### src/hw/serial_port_pkg.sv
// constants and carrier types shared by the synchronous client port
package serial_port_pkg;

    // =========================================================
    // register map (byte addresses on the AXI4-Lite bus)
    localparam int ADDR_W = 4;
    localparam logic [3:0] OFS_CTRL = 4'h0;
    localparam logic [3:0] OFS_STATUS = 4'h4;
    localparam logic [3:0] OFS_TX_DATA = 4'h8;
    localparam logic [3:0] OFS_RX_DATA = 4'hC;

    // =========================================================
    // control register layout, low bit first
    localparam int CB_PORT_ENABLE = 0;
    localparam int CB_SYNC_MODE = 1;
    localparam int CB_CLOCK_SOURCE_SEL = 2;
    localparam int CB_TX_ENABLE = 3;
    localparam int CB_SINGLE_RX_EN = 4;
    localparam int CB_CONTINUOUS_RX_EN = 5;
    localparam int CB_TX_NINE_BIT_SEL = 6;
    localparam int CB_RX_NINE_BIT_SEL = 7;
    localparam int CB_TX_NINTH_BIT = 8;
    localparam int CB_TX_IRQ_EN = 9;
    localparam int CB_RX_IRQ_EN = 10;
    localparam int CB_PERIPHERAL_IRQ_EN = 11;
    localparam int CB_GLOBAL_IRQ_EN = 12;
    localparam logic [15:0] CTRL_WMASK = 16'h1FFF;
    localparam logic [15:0] CTRL_RESET = 16'h0000;

    // field order matches the CB_ positions above
    typedef struct packed {
        logic [2:0] reserved;
        logic global_irq_en;
        logic peripheral_irq_en;
        logic rx_irq_en;
        logic tx_irq_en;
        logic tx_ninth_bit;
        logic rx_nine_bit_sel;
        logic tx_nine_bit_sel;
        logic continuous_rx_en;
        logic single_rx_en;
        logic tx_enable;
        logic clock_source_sel;
        logic sync_mode;
        logic port_enable;
    } ctrl_t;

    // =========================================================
    // status register layout (read only)
    localparam int SB_TX_EMPTY = 0;
    localparam int SB_RX_FULL = 1;
    localparam int SB_OVERRUN = 2;
    localparam int SB_RX_NINTH = 3;
    localparam int SB_TSR_EMPTY = 4;
    localparam int SB_CLIENT = 5;
    localparam int SB_TX_DIR = 6;

    // =========================================================
    // word format and buffering
    localparam int DATA_BITS = 8;
    localparam int WORD_BITS = 9;
    localparam int RX_FIFO_DEPTH = 2;
    localparam logic [3:0] LEN_EIGHT = 4'h8;
    localparam logic [3:0] LEN_NINE = 4'h9;

    // =========================================================
    // bus answers
    localparam logic [1:0] RESP_OKAY = 2'h0;
    localparam logic [1:0] RESP_SLVERR = 2'h2;

    typedef enum logic {TX_IDLE, TX_SHIFT} tx_state_t;

endpackage

### src/hw/sync_edge.sv
// two-stage synchroniser with edge detection for one pin
`timescale 1ns/1ns
module sync_edge (
    input wire logic core_clk,
    input wire logic srst,
    input wire logic async_in,
    output logic level,
    output logic rise,
    output logic fall
);
    typedef struct packed {
        logic meta;
        logic stable;
        logic last;
    } state_t;

    state_t cur;
    state_t next;

    // =========================================================
    // meta is read only by stable, never by the edge logic
    always_comb begin
        next = cur;
        next.meta = async_in;
        next.stable = cur.meta;
        next.last = cur.stable;
    end

    always_ff @(posedge core_clk) begin
        if (srst) begin
            cur <= '0;
        end else begin
            cur <= next;
        end
    end

    // edges come from the settled stages only
    assign level = cur.stable;
    assign rise = cur.stable & ~cur.last;
    assign fall = ~cur.stable & cur.last;
endmodule

### src/hw/rx_fifo.sv
// small receive fifo holding whole received characters
`timescale 1ns/1ns
module rx_fifo #(
    parameter int WIDTH = 9,
    parameter int DEPTH = 2
) (
    input wire logic core_clk,
    input wire logic srst,
    input wire logic flush,
    input wire logic push,
    input wire logic [WIDTH-1:0] push_data,
    input wire logic pop,
    output logic full,
    output logic empty,
    output logic [WIDTH-1:0] head
);
    localparam int PW = (DEPTH > 1) ? $clog2(DEPTH) : 1;
    localparam int CW = $clog2(DEPTH + 1);

    if (DEPTH < 2 || WIDTH < 1) begin : bad_shape
        $error("rx_fifo needs at least two entries");
    end

    typedef struct packed {
        logic [DEPTH-1:0][WIDTH-1:0] mem;
        logic [PW-1:0] rd_ptr;
        logic [PW-1:0] wr_ptr;
        logic [CW-1:0] count;
    } state_t;

    state_t cur;
    state_t next;

    // pointer step with wrap for depths that are not powers of two
    function automatic logic [PW-1:0] step(input logic [PW-1:0] p);
        step = (p == PW'(DEPTH - 1)) ? '0 : PW'(p + 1'b1);
    endfunction

    // =========================================================
    // pushes into a full fifo are refused; the owner flags overrun
    always_comb begin
        logic do_push;
        logic do_pop;
        do_push = push & ~full;
        do_pop = pop & ~empty;
        next = cur;
        if (do_push) begin
            next.mem[cur.wr_ptr] = push_data;
            next.wr_ptr = step(cur.wr_ptr);
        end
        if (do_pop) begin
            next.rd_ptr = step(cur.rd_ptr);
        end
        if (do_push && !do_pop) begin
            next.count = CW'(cur.count + 1'b1);
        end else if (do_pop && !do_push) begin
            next.count = CW'(cur.count - 1'b1);
        end
        if (flush) begin
            next.rd_ptr = '0;
            next.wr_ptr = '0;
            next.count = '0;
        end
    end

    always_ff @(posedge core_clk) begin
        if (srst) begin
            cur <= '0;
        end else begin
            cur <= next;
        end
    end

    assign full = (cur.count == CW'(DEPTH));
    assign empty = (cur.count == '0);
    assign head = cur.mem[cur.rd_ptr];
endmodule

### src/hw/sync_serial_client_port.sv
// synchronous serial client port with an AXI4-Lite register slave
//
// The implementer's own choices: the address map and the AXI4-Lite slave port.
`timescale 1ns/1ns
module sync_serial_client_port (
    input wire logic core_clk,
    input wire logic srst,
    input wire logic s_axi_awvalid,
    output logic s_axi_awready,
    input wire logic [serial_port_pkg::ADDR_W-1:0] s_axi_awaddr,
    input wire logic s_axi_wvalid,
    output logic s_axi_wready,
    input wire logic [31:0] s_axi_wdata,
    input wire logic [3:0] s_axi_wstrb,
    output logic s_axi_bvalid,
    input wire logic s_axi_bready,
    output logic [1:0] s_axi_bresp,
    input wire logic s_axi_arvalid,
    output logic s_axi_arready,
    input wire logic [serial_port_pkg::ADDR_W-1:0] s_axi_araddr,
    output logic s_axi_rvalid,
    input wire logic s_axi_rready,
    output logic [31:0] s_axi_rdata,
    output logic [1:0] s_axi_rresp,
    input wire logic sleep_active,
    input wire logic clock_pin_in,
    input wire logic data_pin_in,
    output logic data_pin_out,
    output logic data_pin_oe,
    output logic wake_req,
    output logic irq_req
);
    localparam int AW = serial_port_pkg::ADDR_W;
    localparam int WB = serial_port_pkg::WORD_BITS;

    typedef struct packed {
        serial_port_pkg::ctrl_t ctrl;
        logic aw_held;
        logic w_held;
        logic [AW-1:0] aw_addr;
        logic [31:0] w_data;
        logic [3:0] w_strb;
        logic awready;
        logic wready;
        logic bvalid;
        logic [1:0] bresp;
        logic arready;
        logic rvalid;
        logic [31:0] rdata;
        logic [1:0] rresp;
        logic [WB-1:0] tx_hold;
        logic hold_full;
        serial_port_pkg::tx_state_t tx_state;
        logic [WB-1:0] tx_shift;
        logic [3:0] tx_len;
        logic [3:0] tx_cnt;
        logic [WB-1:0] rx_shift;
        logic [3:0] rx_cnt;
        logic overrun;
        logic tx_empty_flag;
        logic data_out;
        logic data_oe;
        logic wake;
        logic irq;
    } state_t;

    state_t cur;
    state_t next;

    // fifo and synchroniser wires
    logic ck_rise;
    logic ck_fall;
    logic dt_level;
    logic fifo_full;
    logic fifo_empty;
    logic [WB-1:0] fifo_head;
    logic fifo_push;
    logic fifo_pop;
    logic fifo_flush;
    logic [WB-1:0] fifo_data;

    // =========================================================
    // helpers

    // byte-lane merge of a bus write into an old word
    function automatic logic [31:0] lane_merge(input logic [31:0] old,
            input logic [31:0] wd, input logic [3:0] strb);
        lane_merge = old;
        for (int i = 0; i < 4; i++) begin
            if (strb[i]) begin
                lane_merge[i*8 +: 8] = wd[i*8 +: 8];
            end
        end
    endfunction

    // the offsets this slave answers
    function automatic logic is_mapped(input logic [AW-1:0] a);
        is_mapped = (a == serial_port_pkg::OFS_CTRL) ||
            (a == serial_port_pkg::OFS_STATUS) ||
            (a == serial_port_pkg::OFS_TX_DATA) ||
            (a == serial_port_pkg::OFS_RX_DATA);
    endfunction

    // word length from a nine-bit select
    function automatic logic [3:0] word_len(input logic nine);
        word_len = nine ? serial_port_pkg::LEN_NINE :
            serial_port_pkg::LEN_EIGHT;
    endfunction

    // =========================================================
    // pin synchronisers: clock edges found on core_clk
    sync_edge u_clock_sync (
        .core_clk(core_clk),
        .srst(srst),
        .async_in(clock_pin_in),
        .level(),
        .rise(ck_rise),
        .fall(ck_fall)
    );

    sync_edge u_data_sync (
        .core_clk(core_clk),
        .srst(srst),
        .async_in(data_pin_in),
        .level(dt_level),
        .rise(),
        .fall()
    );

    rx_fifo #(
        .WIDTH(WB),
        .DEPTH(serial_port_pkg::RX_FIFO_DEPTH)
    ) u_rx_fifo (
        .core_clk(core_clk),
        .srst(srst),
        .flush(fifo_flush),
        .push(fifo_push),
        .push_data(fifo_data),
        .pop(fifo_pop),
        .full(fifo_full),
        .empty(fifo_empty),
        .head(fifo_head)
    );

    // =========================================================
    // mode decode
    logic client_mode;
    logic tx_dir;
    logic rx_run;
    logic [31:0] status_word;

    // only client mode is built, so nothing shifts in any other mode,
    // awake or asleep; sleep_active itself does not stop the link
    assign client_mode = cur.ctrl.port_enable & cur.ctrl.sync_mode &
        ~cur.ctrl.clock_source_sel;
    assign tx_dir = client_mode & ~cur.ctrl.single_rx_en &
        ~cur.ctrl.continuous_rx_en;
    // single receive starts no reception here, it only clears tx_dir; overrun stops reception
    assign rx_run = client_mode & cur.ctrl.continuous_rx_en &
        ~cur.overrun;

    always_comb begin
        status_word = '0;
        status_word[serial_port_pkg::SB_TX_EMPTY] = cur.tx_empty_flag;
        status_word[serial_port_pkg::SB_RX_FULL] = ~fifo_empty;
        status_word[serial_port_pkg::SB_OVERRUN] = cur.overrun;
        status_word[serial_port_pkg::SB_RX_NINTH] = fifo_head[WB-1];
        status_word[serial_port_pkg::SB_TSR_EMPTY] =
            (cur.tx_state == serial_port_pkg::TX_IDLE);
        status_word[serial_port_pkg::SB_CLIENT] = client_mode;
        status_word[serial_port_pkg::SB_TX_DIR] = tx_dir;
    end

    // =========================================================
    // next-state logic: bus slave, transmitter, receiver, requests
    always_comb begin
        logic wr_fire;
        logic tx_write;
        logic rd_pop;
        logic [WB-1:0] rx_new;
        logic [3:0] rx_len;
        logic rx_done;
        logic tx_finish;
        logic any_rx;
        logic tx_wake;
        logic rx_wake;
        next = cur;
        wr_fire = 1'b0;
        tx_write = 1'b0;
        rd_pop = 1'b0;
        rx_new = '0;
        rx_len = word_len(cur.ctrl.rx_nine_bit_sel);
        rx_done = 1'b0;
        tx_finish = 1'b0;
        any_rx = 1'b0;
        tx_wake = 1'b0;
        rx_wake = 1'b0;
        fifo_push = 1'b0;
        fifo_data = '0;

        // write address and data are taken in either order
        if (s_axi_awvalid && cur.awready) begin
            next.aw_held = 1'b1;
            next.aw_addr = s_axi_awaddr;
        end
        if (s_axi_wvalid && cur.wready) begin
            next.w_held = 1'b1;
            next.w_data = s_axi_wdata;
            next.w_strb = s_axi_wstrb;
        end
        if (cur.aw_held && cur.w_held && !cur.bvalid) begin
            wr_fire = 1'b1;
            next.aw_held = 1'b0;
            next.w_held = 1'b0;
            next.bvalid = 1'b1;
            next.bresp = is_mapped(cur.aw_addr) ?
                serial_port_pkg::RESP_OKAY : serial_port_pkg::RESP_SLVERR;
        end
        if (cur.bvalid && s_axi_bready) begin
            next.bvalid = 1'b0;
        end
        next.awready = ~next.aw_held & ~next.bvalid;
        next.wready = ~next.w_held & ~next.bvalid;

        if (wr_fire && cur.aw_addr == serial_port_pkg::OFS_CTRL) begin
            next.ctrl = serial_port_pkg::ctrl_t'(16'(lane_merge(
                32'(cur.ctrl), cur.w_data, cur.w_strb)
                & {16'h0000, serial_port_pkg::CTRL_WMASK}));
        end
        // a write into a still-full holding register is dropped
        if (wr_fire && cur.aw_addr == serial_port_pkg::OFS_TX_DATA &&
                cur.w_strb[0] && !cur.hold_full) begin
            tx_write = 1'b1;
        end

        // reads answer the cycle after the address is taken
        if (s_axi_arvalid && cur.arready) begin
            next.arready = 1'b0;
            next.rvalid = 1'b1;
            next.rresp = serial_port_pkg::RESP_OKAY;
            next.rdata = '0;
            case (s_axi_araddr)
                serial_port_pkg::OFS_CTRL: begin
                    next.rdata = 32'(cur.ctrl);
                end
                serial_port_pkg::OFS_STATUS: begin
                    next.rdata = status_word;
                end
                serial_port_pkg::OFS_TX_DATA: begin
                    next.rdata = 32'(cur.tx_hold);
                end
                serial_port_pkg::OFS_RX_DATA: begin
                    next.rdata = {24'h000000,
                        fifo_head[serial_port_pkg::DATA_BITS-1:0]};
                    rd_pop = 1'b1;
                end
                default: begin
                    next.rresp = serial_port_pkg::RESP_SLVERR;
                end
            endcase
        end
        if (cur.rvalid && s_axi_rready) begin
            next.rvalid = 1'b0;
            next.arready = 1'b1;
        end

        // holding register load; ninth bit sits above the low eight
        if (tx_write) begin
            next.tx_hold = {cur.ctrl.tx_ninth_bit,
                cur.w_data[serial_port_pkg::DATA_BITS-1:0]};
            next.hold_full = 1'b1;
        end

        // transmit shifting; bits leave only on host clock edges
        case (cur.tx_state)
            serial_port_pkg::TX_IDLE: begin
                // an empty shift register takes the held word at once
                if (cur.hold_full && tx_dir && cur.ctrl.tx_enable) begin
                    next.tx_shift = cur.tx_hold;
                    next.tx_len = word_len(cur.ctrl.tx_nine_bit_sel);
                    next.tx_cnt = '0;
                    next.hold_full = 1'b0;
                    next.tx_state = serial_port_pkg::TX_SHIFT;
                end
            end
            serial_port_pkg::TX_SHIFT: begin
                if (tx_dir && ck_rise && cur.tx_cnt != cur.tx_len) begin
                    // leading edge presents the next bit, lsb first
                    next.data_out = cur.tx_shift[0];
                    next.tx_shift = {1'b0, cur.tx_shift[WB-1:1]};
                    next.tx_cnt = 4'(cur.tx_cnt + 1'b1);
                end
                if (tx_dir && ck_fall && cur.tx_cnt == cur.tx_len) begin
                    tx_finish = 1'b1;
                end
                if (tx_finish || !tx_dir) begin
                    next.tx_state = serial_port_pkg::TX_IDLE;
                end
            end
            default: begin
                next.tx_state = serial_port_pkg::TX_IDLE;
            end
        endcase
        // flag stays clear while a word waits behind the shifter
        next.tx_empty_flag = ~next.hold_full;
        next.data_oe = tx_dir & cur.ctrl.tx_enable;

        // receive: sample on the trailing edge, lsb first
        if (rx_run) begin
            if (ck_fall) begin
                rx_new = {dt_level, cur.rx_shift[WB-1:1]};
                next.rx_shift = rx_new;
                next.rx_cnt = 4'(cur.rx_cnt + 1'b1);
                if (4'(cur.rx_cnt + 1'b1) == rx_len) begin
                    rx_done = 1'b1;
                    next.rx_cnt = '0;
                end
            end
        end else begin
            // a partial word is dropped when reception stops
            next.rx_cnt = '0;
        end
        // finished words go to the fifo, asleep or not
        if (rx_done) begin
            fifo_data = cur.ctrl.rx_nine_bit_sel ? rx_new :
                {1'b0, rx_new[WB-1:1]};
            if (fifo_full) begin
                next.overrun = 1'b1;
            end else begin
                fifo_push = 1'b1;
            end
        end
        // set cannot meet this clear: reception is off while it holds
        if (!cur.ctrl.continuous_rx_en || !cur.ctrl.port_enable) begin
            next.overrun = 1'b0;
        end

        // disabling the port holds the link logic in reset
        if (!cur.ctrl.port_enable) begin
            next.hold_full = 1'b0;
            next.tx_state = serial_port_pkg::TX_IDLE;
            next.tx_cnt = '0;
            next.rx_cnt = '0;
            next.tx_empty_flag = 1'b1;
            next.data_oe = 1'b0;
            next.data_out = 1'b0;
            fifo_push = 1'b0;
        end

        // wake and interrupt requests from the live flags
        any_rx = ~fifo_empty | fifo_push;
        tx_wake = next.tx_empty_flag & cur.ctrl.tx_irq_en &
            cur.ctrl.peripheral_irq_en;
        rx_wake = any_rx & cur.ctrl.rx_irq_en;
        next.wake = tx_wake | rx_wake;
        next.irq = (tx_wake | rx_wake) & cur.ctrl.global_irq_en;

        fifo_pop = rd_pop;
    end

    assign fifo_flush = ~cur.ctrl.port_enable;

    // =========================================================
    // state register
    always_ff @(posedge core_clk) begin
        if (srst) begin
            cur <= '0;
            cur.ctrl <= serial_port_pkg::ctrl_t'(serial_port_pkg::CTRL_RESET);
            cur.awready <= 1'b1;
            cur.wready <= 1'b1;
            cur.arready <= 1'b1;
            cur.tx_state <= serial_port_pkg::TX_IDLE;
            cur.tx_empty_flag <= 1'b1;
        end else begin
            cur <= next;
        end
    end

    // every output straight from the state register
    assign s_axi_awready = cur.awready;
    assign s_axi_wready = cur.wready;
    assign s_axi_bvalid = cur.bvalid;
    assign s_axi_bresp = cur.bresp;
    assign s_axi_arready = cur.arready;
    assign s_axi_rvalid = cur.rvalid;
    assign s_axi_rdata = cur.rdata;
    assign s_axi_rresp = cur.rresp;
    assign data_pin_out = cur.data_out;
    assign data_pin_oe = cur.data_oe;
    assign wake_req = cur.wake;
    assign irq_req = cur.irq;
endmodule

### config.mk
export PLATFORM = sky130hd
export DESIGN_NAME = sync_serial_client_port
export DESIGN_NICKNAME = d
export VERILOG_FILES = /design/src/hw/serial_port_pkg.sv /design/src/hw/sync_edge.sv /design/src/hw/rx_fifo.sv /design/src/hw/sync_serial_client_port.sv
export SDC_FILE = /design/constraint.sdc
export NUM_CORES = 1
export LEC_CHECK = 0
export BUFFER_PORTS_ARGS = -buffer_cell sky130_fd_sc_hd__buf_2
export CORE_ASPECT_RATIO = 0.5
export CORE_MARGIN = 2
export CORE_UTILIZATION = 52
export CTS_BUF_LIST = sky130_fd_sc_hd__clkbuf_2
export DETAILED_ROUTE_END_ITERATION = 12
export GPL_ROUTABILITY_DRIVEN = 0
export PLACE_DENSITY_LB_ADDON = 0.25
export REMOVE_ABC_BUFFERS = 1
export SLEW_MARGIN = 20
export SYNTH_ARGS = -nofsm -noshare
export SYNTH_HDL_FRONTEND = slang
export SYNTH_SLANG_ARGS = --single-unit
export TNS_END_PERCENT = 100
### constraint.sdc
create_clock -name core_clk -period 1.78 [get_ports core_clk]
set_input_delay 0 -clock core_clk [delete_from_list [all_inputs] [get_ports core_clk]]
set_output_delay 0 -clock core_clk [all_outputs]
set_load 0.05 [all_outputs]
==> results of run 1 <==
report_power, final:
group / internal [mW] / switching [mW] / total, mW / leakage (nW)
clock network: 0.646 / 1.10 / 1.74 / 0.138
logic: 0.208 / 0.339 / 0.548 / 1.71
registers: 2.86 / 0.0447 / 2.90 / 1.01
total: 3.71 / 1.48 / 5.20 / 2.86
cells in the mapped netlist, drive strengths merged, types with 2 or more instances:
cell type / instances / area share (%)
o32ai: 10 / 1.5
a22oi: 13 / 1.7
nor2: 71 / 5.0
a221oi: 3 / 0.46
o211ai: 2 / 0.26
mux2: 4 / 0.85
nand2b: 23 / 2.5
inv: 20 / 1.3
nand4b: 2 / 0.31
a21oi: 43 / 3.8
or3: 5 / 0.57
dfxtp: 125 / 44
mux2i: 67 / 12
clkbuf: 19 / 1.9
nor3: 13 / 1.3
xnor2: 2 / 0.31
or2: 4 / 0.44
a211oi: 2 / 0.26
buf: 54 / 6.6
nand3b: 4 / 0.59
o21ai: 14 / 1.2
nor4: 2 / 0.59
a31oi: 2 / 0.22
ha: 3 / 0.66
nand4: 10 / 1.1
nand4bb: 4 / 1.1
and3b: 4 / 0.66
xor2: 7 / 1.1
nor2b: 8 / 0.88
nand2: 54 / 3.5
nand3: 12 / 1.1
kinds of logic (layout without fill, tap and decap cells):
kind of cell	after synthesis	after routing	synth area share (%)
buf+inv	93	206	9.87
flops	125	125	43.8
other cells	1	21	0.0656
fa+ha+maj	3	3	0.657
mux	72	72	13.0
xor+xnor	9	9	1.38
simple gates	222	222	20.4
compound gates	98	98	10.8
repair_timing:
action,in CTS,in global routing
pin swaps,7,6
cloned,0,0
gates resized for setup,10,5
setup endpoints to repair,1,27
hold buffers,56,0
buffers inserted,0,2
hold endpoints to repair,106,0
sequential cells by signal, summed over array words and instances (netlist names):
name,cells
s_axi_bresp,1
wake_req,1
u_rx_fifo.cur,22
irq_req,1
u_data_sync.cur,1
data_pin_oe,1
u_data_sync.level,1
s_axi_wready,1
data_pin_out,1
s_axi_bvalid,1
s_axi_arready,1
u_clock_sync.cur,2
u_clock_sync.level,1
cur,74
s_axi_rvalid,1
s_axi_rresp,1
s_axi_rdata,13
s_axi_awready,1
how the worst min path moves through the flow:
stage                  from                 end  slack, ns  cells after the start
6_report       s_axi_bready        s_axi_bvalid       0.25                      5
5_1_grt        s_axi_bready        s_axi_bvalid       0.21                      5
4_1_cts        s_axi_bready        s_axi_bvalid       0.12                      5
3_5_place_dp    data_pin_in  u_data_sync.cur[2]       0.22                      2
3_3_place_gp    data_pin_in  u_data_sync.cur[2]       0.21                      2
2_1_floorplan          srst            cur[100]       0.07                      1
critical path: stages (launching register included):
cell and delay [ns]:
dfxtp_2 0.37, ha_4 0.17, xor2_2 0.15, nor3_2 0.20, and3_4 0.23, ha_4 0.12, xor2_1 0.06, or3_1 0.37
a21oi_1 0.12
per-layer routing:
| layer | global-route usage [%] | wire (um) | up-vias |
|---|---|---|---|
| met4 | 8.60 | 206 | 0 |
| met1 | 30.6 | 6330 | 2243 |
| met2 | 40.2 | 6320 | 176 |
| li1 | - | - | 2348 |
| met3 | 5.30 | 774 | 20 |
| met5 | 0 | 0 | - |
cell type report:
cell class	instances	share of cell area (%)
flip-flops and latches	125	36.0
multi-input cells	425	40.1
inverters	20	1.08
clock buffers	18	1.29
repair buffers	154	16.9
well taps	140	2.52
clock inverters	14	2.09
layout by cell type, fill, tap and decap left out, drive strengths merged, types with 4 or more instances in the layout:
cell type,Yosys,routed
dfxtp,125,125
buf,54,98
nor2,71,71
mux2i,67,67
dlygate4sd3,0,56
nand2,54,54
a21oi,43,43
nand2b,23,23
conb,1,21
inv,20,21
clkbuf,19,18
o21ai,14,14
a22oi,13,13
nor3,13,13
nand3,12,12
nand4,10,10
o32ai,10,10
nor2b,8,8
clkinv,0,8
xor2,7,7
or3,5,5
nand4bb,4,4
or2,4,4
nand3b,4,4
and3b,4,4
mux2,4,4
through the flow:
stage / setup WS [ns] / utilization, % / cell area [um^2]
finish: -0.0476 / 66.6 / 6960
floorplan: -0.479 / - / 5300
CTS: -0.0631 / 66.3 / 6920
global route: -0.175 / 66.6 / 6960
global placement: -0.0945 / 58.2 / 6080
detailed placement: -0.125 / 58.2 / 6080
==> metrics, run 1 <==
Via density=between 5 and 6; Avg WL per Cell=around 15 um; Setup Viol. Count Final=1; Slew Limit Headroom=between 60% and 70%; die area=between 10000 and 15000 um^2; CTS clk-pin slew, worst paths=about 0.20 ns; Syn Std Cell Area=between 5000 and 6000 um^2; RR Endpoint=u_rx_fifo.cur[1]; Overflow after GRT=0; Yosys warning total=0; Antenna diodes=0; initial antenna violation count=0; clock tree from TritonCTS=built; CP endpoint kind=flip-flop; Critical R2R Launch=cur[7]; global-route wire length before repair=approximately 23000 um; die width=around 150 um; Critical Path Source Type=flip-flop; Final Hold Viols=0; critical path data required time=approximately 2.4 ns; drt first pass iters=5; I/O pins=between 90 and 100; internal reg-to-reg setup slack=-0.05 ns; core area=roughly 10000 um^2; fmax=around 550 MHz; clock latency on the worst-skew pair=0.67 ns; largest net degree at the start of global routing=95; synthesized instance count=about 620; register area=~2500 um^2; number of global-route vias before repair=roughly 4.6k; P_leak=around 2.9 nW; Sink Count=~130; EDFF count, synth=0; PortBufs=between 50 and 60; Die Y=78.1 um; worst-path fanout max=2; Placed Cells=about 800; Synth Register Bits=125; Worst setup endpoint=u_rx_fifo.cur[1]; Root Buffer=clkbuf_2; main flop type after synthesis=dfxtp_1; fillers=818; Worst Setup Path Type=reg -> reg; Unique masters post-synth=between 60 and 70; HPWL after DPL=around 8700 um; Global Route Usage Sum=between 20% and 30%; drt drc=0; async set-reset flop share out of synthesis=0%; Area Overhead vs Synth=21.7%; Clock Path Buffers=2; data arrival time of the worst path=2.43 ns; skew final=~0.037 ns; RSZ-0062 raised after global routing=true; Tot Pwr=around 5.2 mW; FP Rows=26; setup TNS=-0.0476 ns; Setup WS post-layout=-0.0476 ns; status=finished, violations left; violated checks=setup timing; Num CTS Buffers=17; Total Wirelength=roughly 14000 um; Worst-Margin Slew=approximately 0.56 ns; WHS=between 0.2 and 0.25 ns; Layout Nets=800; sequential fraction of the synthesis area=between 40% and 50%; Initial Util=~55%; Tmin final=roughly 1.8 ns; Critical Path Source=cur[7]; number of DRC markers in iteration 0=between 200 and 300; reg2reg path depth=8; via count=4787; Hold Crit Class=in -> reg; pwr dens=roughly 750 nW/um^2; Final Max Tran Viols=0; Max VDD drop=around 0.0004 V; syn avg cell area=9.18 um^2; area of the multi-input gates=roughly 2800 um^2; H-tree Lvls=4; fin crit share=103%; share of cells above drive strength 1=between 20% and 30%; Max-Cap Viols=0; post-route ant nets=0; fin cells=around 900
Note: power is estimated with default switching activity, not from simulation.
==> inputs of run 2 (changes only) <==
--- a/config.mk
+++ b/config.mk
@@ -7,7 +7,7 @@
 export LEC_CHECK = 0
 export BUFFER_PORTS_ARGS = -buffer_cell sky130_fd_sc_hd__buf_2
 export CORE_ASPECT_RATIO = 0.5
-export CORE_MARGIN = 2
+export CORE_MARGIN = 1
 export CORE_UTILIZATION = 52
 export CTS_BUF_LIST = sky130_fd_sc_hd__clkbuf_2
 export DETAILED_ROUTE_END_ITERATION = 12
==> run 2 against run 1 <==
The flow still finishes with violations (setup timing). Power is 2.3% lower. Clock power is 7% lower. Register-to-register slack worse by 0.07 ns. Sequential power hardly changed. First-iteration DRC count is 20% higher. Die area is 3.8% lower. Via count hardly changed. Critical path type unchanged. Largest power group unchanged.
==> metrics, run 2 (synthesized netlist as in run 1, its figures left out) <==
RSZ-0062 raised after global routing=true; clock tree from TritonCTS=built; highest metal used=met4; PortBufs=55 (unchanged); setup TNS=-0.118 ns (-0.0708 ns); Critical Path Source Type=flip-flop; core area=10400 um^2 (unchanged); CP endpoint kind=flip-flop; skew final=0.0475 ns (+0.0102 ns); number of global-route vias before repair=4587 (+0.022%); data arrival time of the worst path=2.51 ns (+0.08 ns); die area=11400 um^2 (-3.8%); setup slack at placement=-0.165 ns (-0.0394 ns); Final Max Tran Viols=0 (unchanged); Tmin final=1.90 ns (+0.0708 ns); routed wl met3=732 um (-5.4%); Num CTS Buffers=17 (unchanged); number of DRC markers in iteration 0=352 (+20%); Root Buffer=clkbuf_2; Final Core Density=66.8% (+0.19 points); commonest non-fill, non-tap cell in the layout=dfxtp_1; post-route ant nets=0 (unchanged); Hold Crit Class=in -> reg; pwr dens=727 nW/um^2 (-2.6%); P_leak=2.86 nW (+0.18%); Antenna diodes=0 (unchanged); Die Y=76.1 um (-2.6%); fmax=527 MHz (-3.7%); Area Overhead vs Synth=22.0%; Overflow after GRT=0 (unchanged); drt drc=0 (unchanged); CTS clk-pin slew, worst paths=0.21 ns (about the same); H-tree Lvls=4 (unchanged); Slew Limit Headroom=49.4% (-13 points); Final Hold Viols=0 (unchanged); worst-path fanout max=2 (unchanged); Crit path largest cell delay=0.36 ns (about the same); fin area=6980 um^2 (+0.29%); Initial Util=54.7% (unchanged); Total Wirelength=13600 um (-0.24%); largest net degree at the start of global routing=62 (-35%); crit-path cells=nand4bb_4 -> nor4_4 -> and3_4 -> ha_4 -> or3_1 -> a21oi_1; status=finished, violations left; initial antenna violation count=0 (unchanged); share of cells above drive strength 1=21.3% (+0.26 points); Worst-Margin Slew=0.748 ns (+0.186 ns); Max-Cap Viols=0 (unchanged); drt first pass iters=5 (unchanged); die width=150 um (-1.3%); critical path data required time=2.39 ns (about the same); Max VDD drop=0.000503 V (+26%); Sink Count=125 (unchanged); Worst Setup Path Type=reg -> reg; Setup Viol. Count Final=1 (unchanged); HPWL after DPL=8820 um (+0.94%); I/O pins=99 (unchanged); violated checks=setup timing; FP Rows=26 (unchanged); fillers=848 (+3.7%); Layout Nets=806 (+0.75%); Worst path top cell family by delay=simple AND/OR/NAND/NOR gates; global-route wire length before repair=22400 um (-1.6%); Setup WS post-layout=-0.118 ns (-0.0708 ns); Global Route Usage Sum=25.3% (+1.3 points); Avg WL per Cell=15.1 um (-0.80%); Clock Path Buffers=2 (unchanged); fin crit share=107% (+4.0 points); clock latency on the worst-skew pair=0.69 ns (+0.02 ns); Reg with most FFs=cur; Metal-1 WL=6510 um (+2.7%); most frequent cells in the layout=dfxtp_1, nor2_1, mux2i_1; via count=4784 (-0.063%); placed inst area=6060 um^2 (-0.25%); crit path max-delay cell type=dfxtp_2; Largest register FFs=74 (unchanged); Via density=5.31 (-0.62%); Tot Pwr=5.08 mW (-2.3%); Worst Path Buf+Inv=0 (unchanged); met2 WL post-DR=6200 um (-1.8%)
run 2: worst reg2reg max path: cells and delay by family, from the launching register on:
family | cells | cell delay (ns)
fa+ha+maj | 1 | 0.20
flops | 1 | 0.36
compound gates | 1 | 0.14
simple gates | 4 | 1.15
run 2: power breakdown:
part | internal (mW) | switching (mW) | leakage, nW
clock network | 0.492 | 1.13 | 0.118
registers | 2.86 | 0.0461 | 1.01
logic | 0.212 | 0.336 | 1.73
total | 3.56 | 1.51 | 2.86
run 2: repair_timing:
item,in CTS,in global routing
gates resized for setup,9,6
pin swaps,6,8
hold buffers,56,0
hold endpoints to repair,101,0
setup endpoints to repair,2,23
setup buffers,1,10
cloned,0,1
run 2: area by class of cell:
cell class                      count  area (um^2)  share of cell area [%]
Tap cell                          140          175                    2.51
Clock buffer                       17         85.1                    1.22
Inverter                           20         75.1                    1.08
Multi-Input combinational cell    425         2780                    39.9
Timing Repair Buffer              160         1230                    17.7
Sequential cell                   125         2510                    35.9
Clock inverter                     14          121                    1.74
run 2: worst paths after layout:
kind | from | to | cells past startpoint | slack (ns)
worst max register to register | cur[5] | u_rx_fifo.cur[1] | 6 | -0.12
worst min-delay path | srst | s_axi_bresp[1] | 3 | 0.13
worst max-delay path | cur[5] | u_rx_fifo.cur[1] | 6 | -0.12
worst min register to register | cur[89] | cur[89] | 2 | 0.47
run 2: through the flow:
step	hold slack [ns]	instances
floorplan	0.0691	570
global placement	0.212	804
detailed placement	0.218	804
CTS	0.108	892
global route	0.107	901
finish	0.134	901
run 2: per-layer routing:
layer	vias up	track usage [%]
met1	2267	34.0
li1	2357	-
met4	0	7.07
met3	16	5.45
met2	144	40.7
met5	-	0
